==> config.mk <==
export PLATFORM = sky130hd
export DESIGN_NAME = supply_fault_latch_retry
export DESIGN_NICKNAME = d
export VERILOG_FILES = /design/src/supply_fault_pkg.sv /design/src/retry_sequencer.sv /design/src/supply_fault_latch_retry.sv /design/src/sync_2ff.sv
export SDC_FILE = /design/constraint.sdc
export NUM_CORES = 1
export LEC_CHECK = 0
export ABC_CLOCK_PERIOD_IN_PS = 5300
export BUFFER_PORTS_ARGS = -buffer_cell sky130_fd_sc_hd__buf_2
export CAP_MARGIN = 20
export CORE_MARGIN = 2
export CORE_UTILIZATION = 45
export CTS_CLUSTER_SIZE = 20
export DETAILED_ROUTE_END_ITERATION = 10
export GPL_ROUTABILITY_DRIVEN = 0
export HOLD_SLACK_MARGIN = 0.12
export PLACE_DENSITY = 0.67
export SYNTH_ARGS = -nofsm -noshare
export SYNTH_HDL_FRONTEND = slang
export SYNTH_HIERARCHICAL = 1
export SYNTH_SLANG_ARGS = --single-unit
==> constraint.sdc <==
create_clock -name sys_clk -period 5.3 [get_ports sys_clk]
set_input_delay 0.795 -clock sys_clk [delete_from_list [all_inputs] [get_ports sys_clk]]
set_output_delay 0.795 -clock sys_clk [all_outputs]
set_load 0.01 [all_outputs]
==> src/supply_fault_pkg.sv <==
/*
  Constants, register map and state type for the supply fault,
  latch and auto-retry logic of a dual high-side switch.
  Assumes a 250 MHz system clock and a plain register port.
*/
`default_nettype none
package supply_fault_pkg;
  // ============================================================
  // Clock and timing
  localparam int CLK_PERIOD_NS = 4;
  localparam int TICK_NS = 1000;
  localparam int TICK_CYCLES = (TICK_NS + CLK_PERIOD_NS - 1) / CLK_PERIOD_NS;
  localparam int TICK_CNT_W = 8;
  // Retry periods, in microseconds, one per period select code
  localparam logic [11:0] RETRY_PERIOD_US_0 = 12'h096;
  localparam logic [11:0] RETRY_PERIOD_US_1 = 12'h12C;
  localparam logic [11:0] RETRY_PERIOD_US_2 = 12'h258;
  localparam logic [11:0] RETRY_PERIOD_US_3 = 12'h4B0;
  localparam logic [3:0] RETRY_MAX = 4'hF;
  // ============================================================
  // Register port and map
  localparam int ADDR_W = 8;
  localparam int DATA_W = 16;
  localparam logic [7:0] GENERAL_CONFIG_ADDR = 8'h00;
  localparam logic [7:0] RETRY_CONFIG_ADDR = 8'h04;
  localparam logic [7:0] STATUS_ADDR = 8'h08;
  localparam logic [7:0] FAULT_ADDR = 8'h0C;
  localparam logic [7:0] RETRY_COUNT0_ADDR = 8'h10;
  localparam logic [7:0] RETRY_COUNT1_ADDR = 8'h14;
  // General config fields
  localparam int GC_FAIL_EN_BIT = 0;
  localparam int GC_OVERVOLTAGE_DISABLE_BIT = 1;
  localparam int GC_REQ_LO_BIT = 2;
  localparam int GC_DELATCH_BIT = 4;
  localparam logic [4:0] GC_RESET = 5'h00;
  // Retry config: four bits a channel
  localparam int RC_EN_BIT = 0;
  localparam int RC_UNL_BIT = 1;
  localparam int RC_PER_LO_BIT = 2;
  localparam int RC_W = 4;
  localparam logic [7:0] RC_RESET = 8'h00;
  // Status fields
  localparam int ST_UV_BIT = 0;
  localparam int ST_OV_BIT = 1;
  localparam int ST_FAILSAFE_BIT = 2;
  localparam int ST_RFULL_LO_BIT = 4;
  localparam int ST_POR_BIT = 6;
  // Fault fields, four bits a channel
  localparam int FT_OC_BIT = 0;
  localparam int FT_SC_BIT = 1;
  localparam int FT_OT_BIT = 2;
  localparam int FT_STRIDE = 4;
  localparam int RCNT_LO_BIT = 4;

  typedef enum logic [1:0] {RETRY_IDLE, RETRY_WAIT_CAUSE, RETRY_WAIT_PERIOD} retry_state_type;

  function automatic logic [11:0] retry_period_ticks(input logic [1:0] sel);
    case (sel)
      2'h0: retry_period_ticks = RETRY_PERIOD_US_0;
      2'h1: retry_period_ticks = RETRY_PERIOD_US_1;
      2'h2: retry_period_ticks = RETRY_PERIOD_US_2;
      default: retry_period_ticks = RETRY_PERIOD_US_3;
    endcase
  endfunction
endpackage
`default_nettype wire

==> src/retry_sequencer.sv <==
/*
  Auto-retry sequencer and 4-bit retry counter for one channel.
  Assumes a one-cycle tick of one microsecond from the main block.
*/
`timescale 1ns/10ps
`default_nettype none
module retry_sequencer (
  // Clock and reset
  input wire logic sys_clk,
  input wire logic rst_n,
  input wire logic tick,
  // Configuration
  input wire logic enable,
  input wire logic unlimited,
  input wire logic [1:0] period_sel,
  // Fault view
  input wire logic fault_event,
  input wire logic cause_present,
  input wire logic retry_condition,
  input wire logic clear_count,
  // Results
  output logic hold_off,
  output logic retry_start,
  output logic latch_now,
  output logic [3:0] count,
  output logic full
);
  supply_fault_pkg::retry_state_type state_reg, state_next;
  logic [11:0] timer_reg, timer_next;
  logic [3:0] count_reg, count_next;
  logic last_used_reg, last_used_next;

  // ============================================================
  // Sequence
  always_comb
  begin
    state_next = state_reg;
    timer_next = timer_reg;
    count_next = count_reg;
    last_used_next = last_used_reg;
    retry_start = 1'b0;
    latch_now = 1'b0;
    case (state_reg)
      supply_fault_pkg::RETRY_IDLE:
        if (fault_event)
        begin
          // Disabled, or the last allowed retry already spent
          if (!enable || (!unlimited && last_used_reg))
            latch_now = 1'b1;
          else
          begin
            state_next = supply_fault_pkg::RETRY_WAIT_CAUSE;
            if (!unlimited && count_reg == supply_fault_pkg::RETRY_MAX)
              last_used_next = 1'b1;
          end
        end
      supply_fault_pkg::RETRY_WAIT_CAUSE:
        if (!enable)
        begin
          state_next = supply_fault_pkg::RETRY_IDLE;
          latch_now = 1'b1;
        end
        else if (!retry_condition)
          state_next = supply_fault_pkg::RETRY_IDLE;
        else if (!cause_present)
        begin
          state_next = supply_fault_pkg::RETRY_WAIT_PERIOD;
          timer_next = supply_fault_pkg::retry_period_ticks(period_sel);
        end
      supply_fault_pkg::RETRY_WAIT_PERIOD:
        if (!enable)
        begin
          state_next = supply_fault_pkg::RETRY_IDLE;
          latch_now = 1'b1;
        end
        else if (tick)
        begin
          if (timer_reg == 12'h000)
          begin
            state_next = supply_fault_pkg::RETRY_IDLE;
            retry_start = 1'b1;
            if (!unlimited && count_reg != supply_fault_pkg::RETRY_MAX)
              count_next = count_reg + 4'h1;
          end
          else
            timer_next = timer_reg - 12'h001;
        end
      default:
        state_next = supply_fault_pkg::RETRY_IDLE;
    endcase
    if (clear_count)
    begin
      count_next = 4'h0;
      last_used_next = 1'b0;
    end
  end

  always_ff @(posedge sys_clk)
  begin
    if (!rst_n)
    begin
      state_reg <= supply_fault_pkg::RETRY_IDLE;
      timer_reg <= 12'h000;
      count_reg <= 4'h0;
      last_used_reg <= 1'b0;
    end
    else
    begin
      state_reg <= state_next;
      timer_reg <= timer_next;
      count_reg <= count_next;
      last_used_reg <= last_used_next;
    end
  end

  assign hold_off = (state_reg != supply_fault_pkg::RETRY_IDLE);
  assign count = count_reg;
  assign full = (count_reg == supply_fault_pkg::RETRY_MAX);
endmodule
`default_nettype wire

==> src/supply_fault_latch_retry.sv <==
/*
  Supply fault handling for a dual high-side switch: under-voltage
  latching and warning, fault flags, fail-safe entry, power-on flag
  and auto-retry. Assumes supply monitors and detectors arrive as
  asynchronous levels and software uses the plain register port.
*/
// Function
// - Under-voltage: channels off, fault low, flag set
// - UV ends, request off: warning until turn-on
// - UV ends, request on, retry off: off until delatch
// - Latched UV flag cleared by read or flag reset, not by turn-on
// - UV retry starts when condition disappears
// - Extended range keeps settings and flags
// - Low supply defers over-temperature flag report
// - Flags reset on supply loss or read; power-on flag on read only
// - Faults switch off at fast rate
// - Logic supply loss enters fail-safe, direct control
// - Fail-safe still reports faults on pin
// - Without enable, stay under register control
// - First supply rising above POR sets power-on flag
// - Wake-up also sets power-on flag
// - Only latchable faults trigger retry
// - Retry condition ORs channel flags with UV
// - Retry follows config bits, count reads back
// - Retry disabled latches faults at once
// - Limited retry counts to fifteen
// - Counter cleared on listed events
`timescale 1ns/10ps
`default_nettype none
module supply_fault_latch_retry #(
  parameter int CHANNELS = 2
) (
  // Clock and reset
  input wire logic sys_clk,
  input wire logic rst_n,
  // Register port
  input wire logic [supply_fault_pkg::ADDR_W-1:0] reg_addr,
  input wire logic [supply_fault_pkg::DATA_W-1:0] reg_wr_data,
  input wire logic reg_wr,
  input wire logic reg_rd,
  output logic [supply_fault_pkg::DATA_W-1:0] reg_rd_data,
  // Supply monitors
  input wire logic supply_undervoltage,
  input wire logic supply_below_lowest,
  input wire logic supply_overvoltage,
  input wire logic logic_supply_fail,
  input wire logic supply_below_por,
  input wire logic logic_below_por,
  // Wake and direct control
  input wire logic wake_reset_n,
  input wire logic [1:0] direct_inputs,
  input wire logic [1:0] load_type_select,
  // Channel detectors
  input wire logic [1:0] overcurrent_detect,
  input wire logic [1:0] short_circuit_detect,
  input wire logic [1:0] overtemp_detect,
  // Outputs
  output logic [1:0] channel_enable,
  output logic [1:0] fast_turn_off,
  output logic fault_status_n,
  output logic failsafe_active
);
  localparam int SYNC_W = 17;

  logic [SYNC_W-1:0] sync_q;
  logic uv, low, ov, vdd_fail, pwr_por, vdd_por, wake_s;
  logic [1:0] dir_s, load_type_select_s, oc_s, sc_s, ot_s;
  logic awake, both_below, por_event, fs_entry, reg_reset, flag_reset;
  logic wr_ok, rd_ok, stat_rd, fault_rd, delatch, uv_fall, uv_rise, any_req;
  logic any_on_rise, any_latched, any_cause;

  logic [supply_fault_pkg::TICK_CNT_W-1:0] div_reg, div_next;
  logic tick_reg, tick_next;
  logic [4:0] gc_reg, gc_next;
  logic [7:0] rc_reg, rc_next;
  logic uv_flag_reg, uv_flag_next, uv_latch_reg, uv_latch_next;
  logic ov_flag_reg, ov_flag_next, por_flag_reg, por_flag_next;
  logic failsafe_reg, failsafe_next, uv_d_reg, awake_d_reg, pwr_por_d_reg, vdd_por_d_reg;
  logic [supply_fault_pkg::DATA_W-1:0] rd_data_next;
  logic fsn_next;

  logic [1:0] req, latched_v, cause_v, on_next_v, fast_v, full_v;
  logic [1:0] oc_f, sc_f, ot_f;
  logic [3:0] cnt_v [0:1];

  // ============================================================
  // Input synchronisers
  sync_2ff #(.WIDTH(SYNC_W)) u_sync (
    .sys_clk(sys_clk),
    .rst_n(rst_n),
    .async_in({supply_undervoltage, supply_below_lowest, supply_overvoltage,
               logic_supply_fail, supply_below_por, logic_below_por, wake_reset_n,
               direct_inputs, load_type_select, overcurrent_detect,
               short_circuit_detect, overtemp_detect}),
    .sync_out(sync_q)
  );
  assign {uv, low, ov, vdd_fail, pwr_por, vdd_por, wake_s, dir_s, load_type_select_s, oc_s, sc_s, ot_s}
    = sync_q;

  // ============================================================
  // Supply events
  assign awake = wake_s | (|dir_s);
  assign both_below = pwr_por & vdd_por;
  assign por_event = (pwr_por_d_reg & ~pwr_por & vdd_por)
                   | (vdd_por_d_reg & ~vdd_por & pwr_por)
                   | (awake & ~awake_d_reg & (~pwr_por | ~vdd_por));
  assign fs_entry = vdd_fail & gc_reg[supply_fault_pkg::GC_FAIL_EN_BIT] & ~failsafe_reg;
  assign reg_reset = fs_entry | failsafe_reg | por_event;
  assign flag_reset = (vdd_fail & ~uv & ~low) | both_below | por_event;
  assign uv_fall = uv_d_reg & ~uv;
  assign uv_rise = uv & ~uv_d_reg;
  assign wr_ok = reg_wr & ~failsafe_reg;
  assign rd_ok = reg_rd & ~vdd_fail;
  assign stat_rd = rd_ok & (reg_addr == supply_fault_pkg::STATUS_ADDR);
  assign fault_rd = rd_ok & (reg_addr == supply_fault_pkg::FAULT_ADDR);
  assign delatch = wr_ok & (reg_addr == supply_fault_pkg::GENERAL_CONFIG_ADDR)
                 & reg_wr_data[supply_fault_pkg::GC_DELATCH_BIT];
  assign any_req = |req;
  assign any_on_rise = |(on_next_v & ~channel_enable);
  assign any_latched = |latched_v;
  assign any_cause = |cause_v;

  // ============================================================
  // Per-channel fault, latch and retry
  genvar g;
  generate
    for (g = 0; g < CHANNELS; g = g + 1)
    begin : g_ch
      logic oc_reg, oc_next, sc_reg, sc_next, ot_reg, ot_next, ot_pend_reg, ot_pend_next;
      logic latched_reg, latched_next, cause_d_reg, en_d_reg, unl_d_reg;
      logic retry_en, unl, cause, chan_cause, ev, cond, clr_cnt, hold, start, latch_now;
      logic [3:0] cfg;

      assign cfg = rc_reg[g*supply_fault_pkg::RC_W +: supply_fault_pkg::RC_W];
      assign retry_en = ~(cfg[supply_fault_pkg::RC_EN_BIT] ^ load_type_select_s[g]);
      assign unl = cfg[supply_fault_pkg::RC_UNL_BIT];
      assign chan_cause = oc_s[g] | sc_s[g] | ot_s[g];
      assign cause = chan_cause | uv;
      // Latchable faults only; UV retried only when enabled
      assign ev = (chan_cause & ~cause_d_reg) | (uv_rise & retry_en);
      // Channel flags with shared UV flag
      assign cond = oc_reg | sc_reg | ot_reg | uv_flag_reg;
      assign clr_cnt = fs_entry | (awake & ~awake_d_reg) | por_event
                     | (unl & ~unl_d_reg) | (en_d_reg & ~retry_en);
      assign req[g] = failsafe_reg ? dir_s[g] : gc_reg[supply_fault_pkg::GC_REQ_LO_BIT + g];

      retry_sequencer u_retry (
        .sys_clk(sys_clk),
        .rst_n(rst_n),
        .tick(tick_reg),
        .enable(retry_en),
        .unlimited(unl),
        .period_sel(cfg[supply_fault_pkg::RC_PER_LO_BIT +: 2]),
        .fault_event(ev),
        .cause_present(cause),
        .retry_condition(cond),
        .clear_count(clr_cnt),
        .hold_off(hold),
        .retry_start(start),
        .latch_now(latch_now),
        .count(cnt_v[g]),
        .full(full_v[g])
      );

      always_comb
      begin
        ot_pend_next = (ot_pend_reg | (ot_s[g] & low)) & ~flag_reset;
        if (ot_pend_reg & ~uv)
          ot_pend_next = 1'b0;
        oc_next = oc_reg;
        sc_next = sc_reg;
        ot_next = ot_reg;
        // Read clears once cause gone and delatched
        if ((fault_rd & ~latched_reg) | flag_reset)
        begin
          oc_next = oc_next & oc_s[g];
          sc_next = sc_next & sc_s[g];
          ot_next = ot_next & ot_s[g];
          if (flag_reset)
          begin
            oc_next = 1'b0;
            sc_next = 1'b0;
            ot_next = 1'b0;
          end
        end
        // Set wins over any clear
        oc_next = oc_next | oc_s[g];
        sc_next = sc_next | sc_s[g];
        ot_next = ot_next | (ot_s[g] & ~low) | (ot_pend_reg & ~uv);
        latched_next = latched_reg;
        if (delatch | por_event)
          latched_next = 1'b0;
        // UV end with request on stays off
        if (latch_now | (uv_fall & req[g] & ~retry_en))
          latched_next = 1'b1;
        // Faults and UV force the channel off
        on_next_v[g] = req[g] & ~latched_reg & ~hold & ~cause & ~uv_fall
                     & ~(ov & ~gc_reg[supply_fault_pkg::GC_OVERVOLTAGE_DISABLE_BIT]);
        fast_v[g] = req[g] & cause;
      end

      always_ff @(posedge sys_clk)
      begin
        if (!rst_n)
        begin
          oc_reg <= 1'b0;
          sc_reg <= 1'b0;
          ot_reg <= 1'b0;
          ot_pend_reg <= 1'b0;
          latched_reg <= 1'b0;
          cause_d_reg <= 1'b0;
          en_d_reg <= 1'b0;
          unl_d_reg <= 1'b0;
        end
        else
        begin
          oc_reg <= oc_next;
          sc_reg <= sc_next;
          ot_reg <= ot_next;
          ot_pend_reg <= ot_pend_next;
          latched_reg <= latched_next;
          cause_d_reg <= chan_cause;
          en_d_reg <= retry_en;
          unl_d_reg <= unl;
        end
      end

      assign latched_v[g] = latched_reg;
      assign cause_v[g] = chan_cause;
      assign oc_f[g] = oc_reg;
      assign sc_f[g] = sc_reg;
      assign ot_f[g] = ot_reg;
    end
  endgenerate

  // ============================================================
  // Shared state and register file
  always_comb
  begin
    div_next = div_reg + {{(supply_fault_pkg::TICK_CNT_W-1){1'b0}}, 1'b1};
    tick_next = 1'b0;
    if (div_reg == supply_fault_pkg::TICK_CNT_W'(supply_fault_pkg::TICK_CYCLES - 1))
    begin
      div_next = '0;
      tick_next = 1'b1;
    end
    // Settings change only by write or reset events
    gc_next = gc_reg;
    rc_next = rc_reg;
    if (wr_ok && reg_addr == supply_fault_pkg::GENERAL_CONFIG_ADDR)
      gc_next = {1'b0, reg_wr_data[3:0]};
    if (wr_ok && reg_addr == supply_fault_pkg::RETRY_CONFIG_ADDR)
      rc_next = reg_wr_data[7:0];
    if (reg_reset)
    begin
      gc_next = supply_fault_pkg::GC_RESET;
      rc_next = supply_fault_pkg::RC_RESET;
    end
    failsafe_next = (failsafe_reg | fs_entry) & vdd_fail;
    uv_latch_next = uv_latch_reg;
    if ((stat_rd & ~uv) | flag_reset)
      uv_latch_next = 1'b0;
    if (uv_fall & any_req)
      uv_latch_next = 1'b1;
    uv_flag_next = uv_flag_reg;
    // Latched case cleared by status read or flag reset, not by turn-on
    if (stat_rd & uv_latch_reg)
      uv_flag_next = 1'b0;
    // Warning cleared by an output turning on
    if (~uv_latch_reg & ~(uv_fall & any_req) & any_on_rise)
      uv_flag_next = 1'b0;
    if (flag_reset)
      uv_flag_next = 1'b0;
    uv_flag_next = uv_flag_next | uv;
    ov_flag_next = (ov_flag_reg & ~((stat_rd & ~ov) | flag_reset)) | ov;
    por_flag_next = (por_flag_reg & ~stat_rd) | por_event;
    // Fault pin from latched or active faults
    fsn_next = ~(uv | any_latched | any_cause
             | (ov & ~gc_reg[supply_fault_pkg::GC_OVERVOLTAGE_DISABLE_BIT]));
    rd_data_next = '0;
    if (rd_ok)
      case (reg_addr)
        supply_fault_pkg::GENERAL_CONFIG_ADDR: rd_data_next[4:0] = gc_reg;
        supply_fault_pkg::RETRY_CONFIG_ADDR: rd_data_next[7:0] = rc_reg;
        supply_fault_pkg::STATUS_ADDR:
        begin
          rd_data_next[supply_fault_pkg::ST_UV_BIT] = uv_flag_reg;
          rd_data_next[supply_fault_pkg::ST_OV_BIT] = ov_flag_reg;
          rd_data_next[supply_fault_pkg::ST_FAILSAFE_BIT] = failsafe_reg;
          rd_data_next[supply_fault_pkg::ST_RFULL_LO_BIT +: 2] = full_v;
          rd_data_next[supply_fault_pkg::ST_POR_BIT] = por_flag_reg;
        end
        supply_fault_pkg::FAULT_ADDR:
        begin
          rd_data_next[supply_fault_pkg::FT_OC_BIT] = oc_f[0];
          rd_data_next[supply_fault_pkg::FT_SC_BIT] = sc_f[0];
          rd_data_next[supply_fault_pkg::FT_OT_BIT] = ot_f[0];
          rd_data_next[supply_fault_pkg::FT_STRIDE + supply_fault_pkg::FT_OC_BIT] = oc_f[1];
          rd_data_next[supply_fault_pkg::FT_STRIDE + supply_fault_pkg::FT_SC_BIT] = sc_f[1];
          rd_data_next[supply_fault_pkg::FT_STRIDE + supply_fault_pkg::FT_OT_BIT] = ot_f[1];
        end
        supply_fault_pkg::RETRY_COUNT0_ADDR: rd_data_next[supply_fault_pkg::RCNT_LO_BIT +: 4] = cnt_v[0];
        supply_fault_pkg::RETRY_COUNT1_ADDR: rd_data_next[supply_fault_pkg::RCNT_LO_BIT +: 4] = cnt_v[1];
        default: rd_data_next = '0;
      endcase
  end

  always_ff @(posedge sys_clk)
  begin
    if (!rst_n)
    begin
      div_reg <= '0;
      tick_reg <= 1'b0;
      gc_reg <= supply_fault_pkg::GC_RESET;
      rc_reg <= supply_fault_pkg::RC_RESET;
      failsafe_reg <= 1'b0;
      uv_latch_reg <= 1'b0;
      uv_flag_reg <= 1'b0;
      ov_flag_reg <= 1'b0;
      por_flag_reg <= 1'b0;
      uv_d_reg <= 1'b0;
      awake_d_reg <= 1'b0;
      pwr_por_d_reg <= 1'b0;
      vdd_por_d_reg <= 1'b0;
      reg_rd_data <= '0;
      channel_enable <= 2'h0;
      fast_turn_off <= 2'h0;
      fault_status_n <= 1'b1;
      failsafe_active <= 1'b0;
    end
    else
    begin
      div_reg <= div_next;
      tick_reg <= tick_next;
      gc_reg <= gc_next;
      rc_reg <= rc_next;
      failsafe_reg <= failsafe_next;
      uv_latch_reg <= uv_latch_next;
      uv_flag_reg <= uv_flag_next;
      ov_flag_reg <= ov_flag_next;
      por_flag_reg <= por_flag_next;
      uv_d_reg <= uv;
      awake_d_reg <= awake;
      pwr_por_d_reg <= pwr_por;
      vdd_por_d_reg <= vdd_por;
      reg_rd_data <= rd_data_next;
      channel_enable <= on_next_v;
      fast_turn_off <= fast_v;
      fault_status_n <= fsn_next;
      failsafe_active <= failsafe_next;
    end
  end
endmodule
`default_nettype wire

==> src/sync_2ff.sv <==
/*
  Two-flip-flop synchroniser for a bus of independent levels.
  Assumes each bit is a level that changes slowly against sys_clk.
*/
`timescale 1ns/10ps
`default_nettype none
module sync_2ff #(
  parameter int WIDTH = 1
) (
  // Clock and reset
  input wire logic sys_clk,
  input wire logic rst_n,
  // Levels
  input wire logic [WIDTH-1:0] async_in,
  output logic [WIDTH-1:0] sync_out
);
  logic [WIDTH-1:0] stage_reg;

  // ============================================================
  // First stage feeds only the second
  always_ff @(posedge sys_clk)
  begin
    if (!rst_n)
    begin
      stage_reg <= '0;
      sync_out <= '0;
    end
    else
    begin
      stage_reg <= async_in;
      sync_out <= stage_reg;
    end
  end
endmodule
`default_nettype wire
* Word level (Yosys, flattened, before mapping) *
Cells that the tools add are included.

cells by class
  equal/unequal tests = 40
  add/subtract/negate cells = 5
  bitwise gates (word level) = 157
  muxes and demuxes = 70
  reduce and logical (&&, ||, !) cells = 48

operators by type and width
  kind                     number
  $mux W12                 12
  $and A1 B1 Y1            69
  $pmux W11 S3             2
  $or A1 B1 Y1             51
  $pmux W12 S2             2
  $not A1 Y1               33
  $mux W2                  16
  $mux W1                  29
  $ne A2 B2 Y1 const B     14
  $reduce_or A2 Y1         13
  $logic_not A12 Y1        2
  $sub A12 B1 Y12 const B  2
  $reduce_and A5 Y1        4
  $eq A8 B4 Y1 const B     2
  $eq A8 B5 Y1 const B     2
  $ne A4 B4 Y1 const B     4
  $reduce_and A7 Y1        2
  $reduce_bool A2 Y1       7
  $pmux W2 S3              2
  $pmux W3 S4              1
  $pmux W2 S5              1
  $add A4 B1 Y4 const B    2
  $add A8 B1 Y8 const B    1
  $eq A2 B1 Y1 const B     4
  other kinds (20)         43

word-level totals
  register bits = 139

* Logic depth before layout (Yosys ltp) *
  depth after elaboration = 13
  gate-level depth with buffers = 9
  depth with buffers taken out = 8

* By module *
Netlist, hierarchy kept.

by module, submodules not included
  module                             times used  area each (µm²)  cells an instance  seq. area each (µm²)
  supply_fault_latch_retry           1           2638.8           286                1181.1
  retry_sequencer (g_ch[0].u_retry)  1           1400.1           174                380.4
  retry_sequencer (g_ch[1].u_retry)  1           1370.1           177                380.4
  sync_2ff                           1           950.9            71                 680.7

* Worst setup path after synthesis *
No wires, ideal clock.

  kind = flip-flop to flip-flop
  from = reg g_ch[1].u_retry.timer_reg[0]
  to = reg g_ch[1].u_retry.count_reg[3]
  clock period less this slack = 2494 ps
  slack = 2806 ps
  cell stages (with the launch flop) = 8
  library setup time = 70 ps
  arrival = 2424 ps
  path buffers = 0
  cells stage by stage = dfxtp_1 inv_1 ha_1 or4b_1 or4_4 or4_4 or3_1 a21oi_1

on the way
  cells in the longest elaborated chain, start to end = 2

RTL lines
  element                      line                    source
  from (decl)                  retry_sequencer.sv:29   logic [11:0] timer_reg, timer_next;
  from (signal assigned)       retry_sequencer.sv:110  timer_reg <= timer_next;
  $logic_not A12 Y1            retry_sequencer.sv:78   if (timer_reg == 12'h000)
  $reduce_and A5 Y1 (no line)  n/a
  to (signal assigned)         retry_sequencer.sv:111  count_reg <= count_next;
  to (decl)                    retry_sequencer.sv:30   logic [3:0] count_reg, count_next;

Every way passes these cells.
A chain may end at the register's enable or synchronous reset.

* Worst setup path after layout *
Ends and elaborated chain as after synthesis.

==> results.sh <==
export IMPL_overflow=0
export IMPL_core_um2=13800
export IMPL_die_w_um=123
export IMPL_cp_data_arrival_time_ns=3.04
export IMPL_vdd_drop_max_mv=0.277
export IMPL_die_y_um=123
export IMPL_ctsHoldBuffers=0
export IMPL_holdCritStartpoint="u_sync/stage_reg[13]"
export IMPL_antenna_found_initial=0
export IMPL_viasPerCell=5.62
export IMPL_cts_tree="done"
export IMPL_fmax_ghz=0.369
export IMPL_cts_root_buf="clkbuf_16"
export IMPL_regArea_um2=2620
export IMPL_initial_core_util=0.459
export IMPL_drc=0
export IMPL_reg2reg_slack_ns=2.59
export IMPL_finalSetupViolations=0
export IMPL_min_path_cells=1
export IMPL_pin_count=67
export IMPL_startpoint="g_ch[1].u_retry/timer_reg[0]"
export IMPL_vias=5295
export IMPL_tightest_slew_ns=0.945
export IMPL_first_global_vias=4927
export IMPL_drt_initial_drc_count=552
export IMPL_leakagePower_nw=2.92
export IMPL_die_area_um2=15100
export IMPL_num_antenna_cells=0
export IMPL_detail_route_antenna_nets=0
export IMPL_clockBufferDepth=2
export IMPL_finalCriticalPeriod_ns=2.71
export IMPL_fp_row_count=43
export IMPL_final_instance_count_excl_fill=943
export IMPL_grt_max_degree=65
export IMPL_total_power_mw=2.69
export IMPL_clk_latency_ns=0.41
export IMPL_syn_inst=706
export IMPL_slew_headroom=0.370
export IMPL_drv_slew=0
export IMPL_final_core_util=0.525
export IMPL_layout_drive_gt1_share=0.193
export IMPL_reg2reg_to="g_ch[1].u_retry/count[3]"
export IMPL_hold_path_end="u_sync/sync_out[13]"
export IMPL_largest_reg_flops=24
export IMPL_grt_pass1_wl_mm=24.1
export IMPL_drt_total_wl_mm=14.4
export IMPL_hold_slack_ns=0.444
export IMPL_p_per_area_nw_per_um2=371
export IMPL_fin_crit_sh=0.511
export IMPL_grt_usage=0.204
export IMPL_htreeDepth=4
export IMPL_cp_max_fo=5
export IMPL_cts_buffers=17
export IMPL_rsz0062_at_grt="no"
export IMPL_end_kind="flip-flop"
export IMPL_cp_start_kind="flip-flop"
export IMPL_syn_cell_area_um2=6350
export IMPL_multi_input_area_um2=3450
export IMPL_finalNetCount=823
export IMPL_n_fill_cell=1268
export IMPL_dpl_hpwl_mm=10.3
export IMPL_worstSetupPathType="reg -> reg"
export IMPL_dr_pass1_iters=5
export IMPL_reg2regPathDepth=7
export IMPL_finalHoldViolCount=0
export IMPL_cts_setup_buffers=0
export IMPL_hp_class="reg -> reg"
export IMPL_tns_ns=0
export IMPL_drv_cap=0
export IMPL_status="finished clean"
export IMPL_synth_avg_cell_area_um2=9.00
export IMPL_syn_to_final_growth_pct=14.2
export IMPL_io_buffers=50
export IMPL_cp_required_ns=5.63
export IMPL_r2r_start="g_ch[1].u_retry/timer_reg[0]"
export IMPL_cts_clk_slew_worst_paths_ns=0.06
export IMPL_dp_cells=910
export IMPL_cts_sinks=131
export IMPL_cts_resized=0
export IMPL_yosys_warnings=6
export IMPL_wire_per_inst_um=15.3
export IMPL_skew_ns=0.00734
[how the worst max path moves through the flow]
| stage | slack (ns) | depth (start not counted) | endpoint |
|---|---|---|---|
| after floorplan | 2.82 | 7 | g_ch[1].u_retry/count[3] |
| final | 2.59 | 7 | g_ch[1].u_retry/count[3] |
| after global placement | 2.47 | 7 | g_ch[1].u_retry/timer_reg[10] |
| after global routing | 2.50 | 7 | g_ch[1].u_retry/count[3] |
| after detailed placement | 2.35 | 7 | g_ch[1].u_retry/timer_reg[10] |
| after CTS | 2.35 | 7 | g_ch[1].u_retry/timer_reg[10] |
[power by group]
group / internal (mW) / switching [mW]
combinational: 0.195 / 0.321
clock: 0.649 / 0.445
sequential: 1.04 / 0.0461
total: 1.88 / 0.813
[stage by stage]
step / area, um2 / worst slack (ns)
4_1_cts: 7230 / 2.35
3_3_place_gp: 6670 / 2.47
3_5_place_dp: 6670 / 2.35
6_report: 7250 / 2.59
2_1_floorplan: 6380 / 2.82
5_1_grt: 7250 / 2.50
[routing by layer]
| metal | wire length [um] | part of all wire | up-vias | track usage |
|---|---|---|---|---|
| met3 | 930 | 0.064 | 22 | 0.0613 |
| met5 | 0 | 0 | - | 0 |
| li1 | - | - | 2605 | - |
| met4 | 221 | 0.015 | 0 | 0.0682 |
| met2 | 6900 | 0.48 | 193 | 0.327 |
| met1 | 6380 | 0.44 | 2475 | 0.261 |
[critical path: stages, from the launching register on]
cell and delay [ns]:
dfxtp_1 0.34, inv_1 0.11, ha_1 0.17, or4b_1 0.51
or4_4 0.49, or4_4 0.54, or3_1 0.32, a21oi_1 0.15
[layout make-up]
| cell class | instances | area share |
|---|---|---|
| clock inverters | 14 | 0.0178 |
| well taps | 180 | 0.0310 |
| multi-input cells | 519 | 0.476 |
| flip-flops and latches | 131 | 0.362 |
| repair buffers | 52 | 0.0393 |
| clock buffers | 18 | 0.0592 |
| inverters | 29 | 0.0150 |
[placed cells by master (no fill, tap or decap), types with 9 or more instances in the layout]
| cell type | count |
|---|---|
| buf_2 | 50 |
| or3_1 | 9 |
| nor3_1 | 17 |
| xor2_1 | 9 |
| clkbuf_16 | 17 |
| dfxtp_1 | 131 |
| ha_1 | 28 |
| or4_1 | 10 |
| nor2b_1 | 14 |
| a22oi_1 | 10 |
| a21oi_1 | 30 |
| mux2i_1 | 22 |
| nand2_1 | 50 |
| nor2_1 | 71 |
| nand2b_1 | 12 |
| a31oi_1 | 16 |
| o21ai_0 | 25 |
| and2_2 | 34 |
| nand3_1 | 22 |
| inv_1 | 28 |
Power figures use the tool's default switching activity.
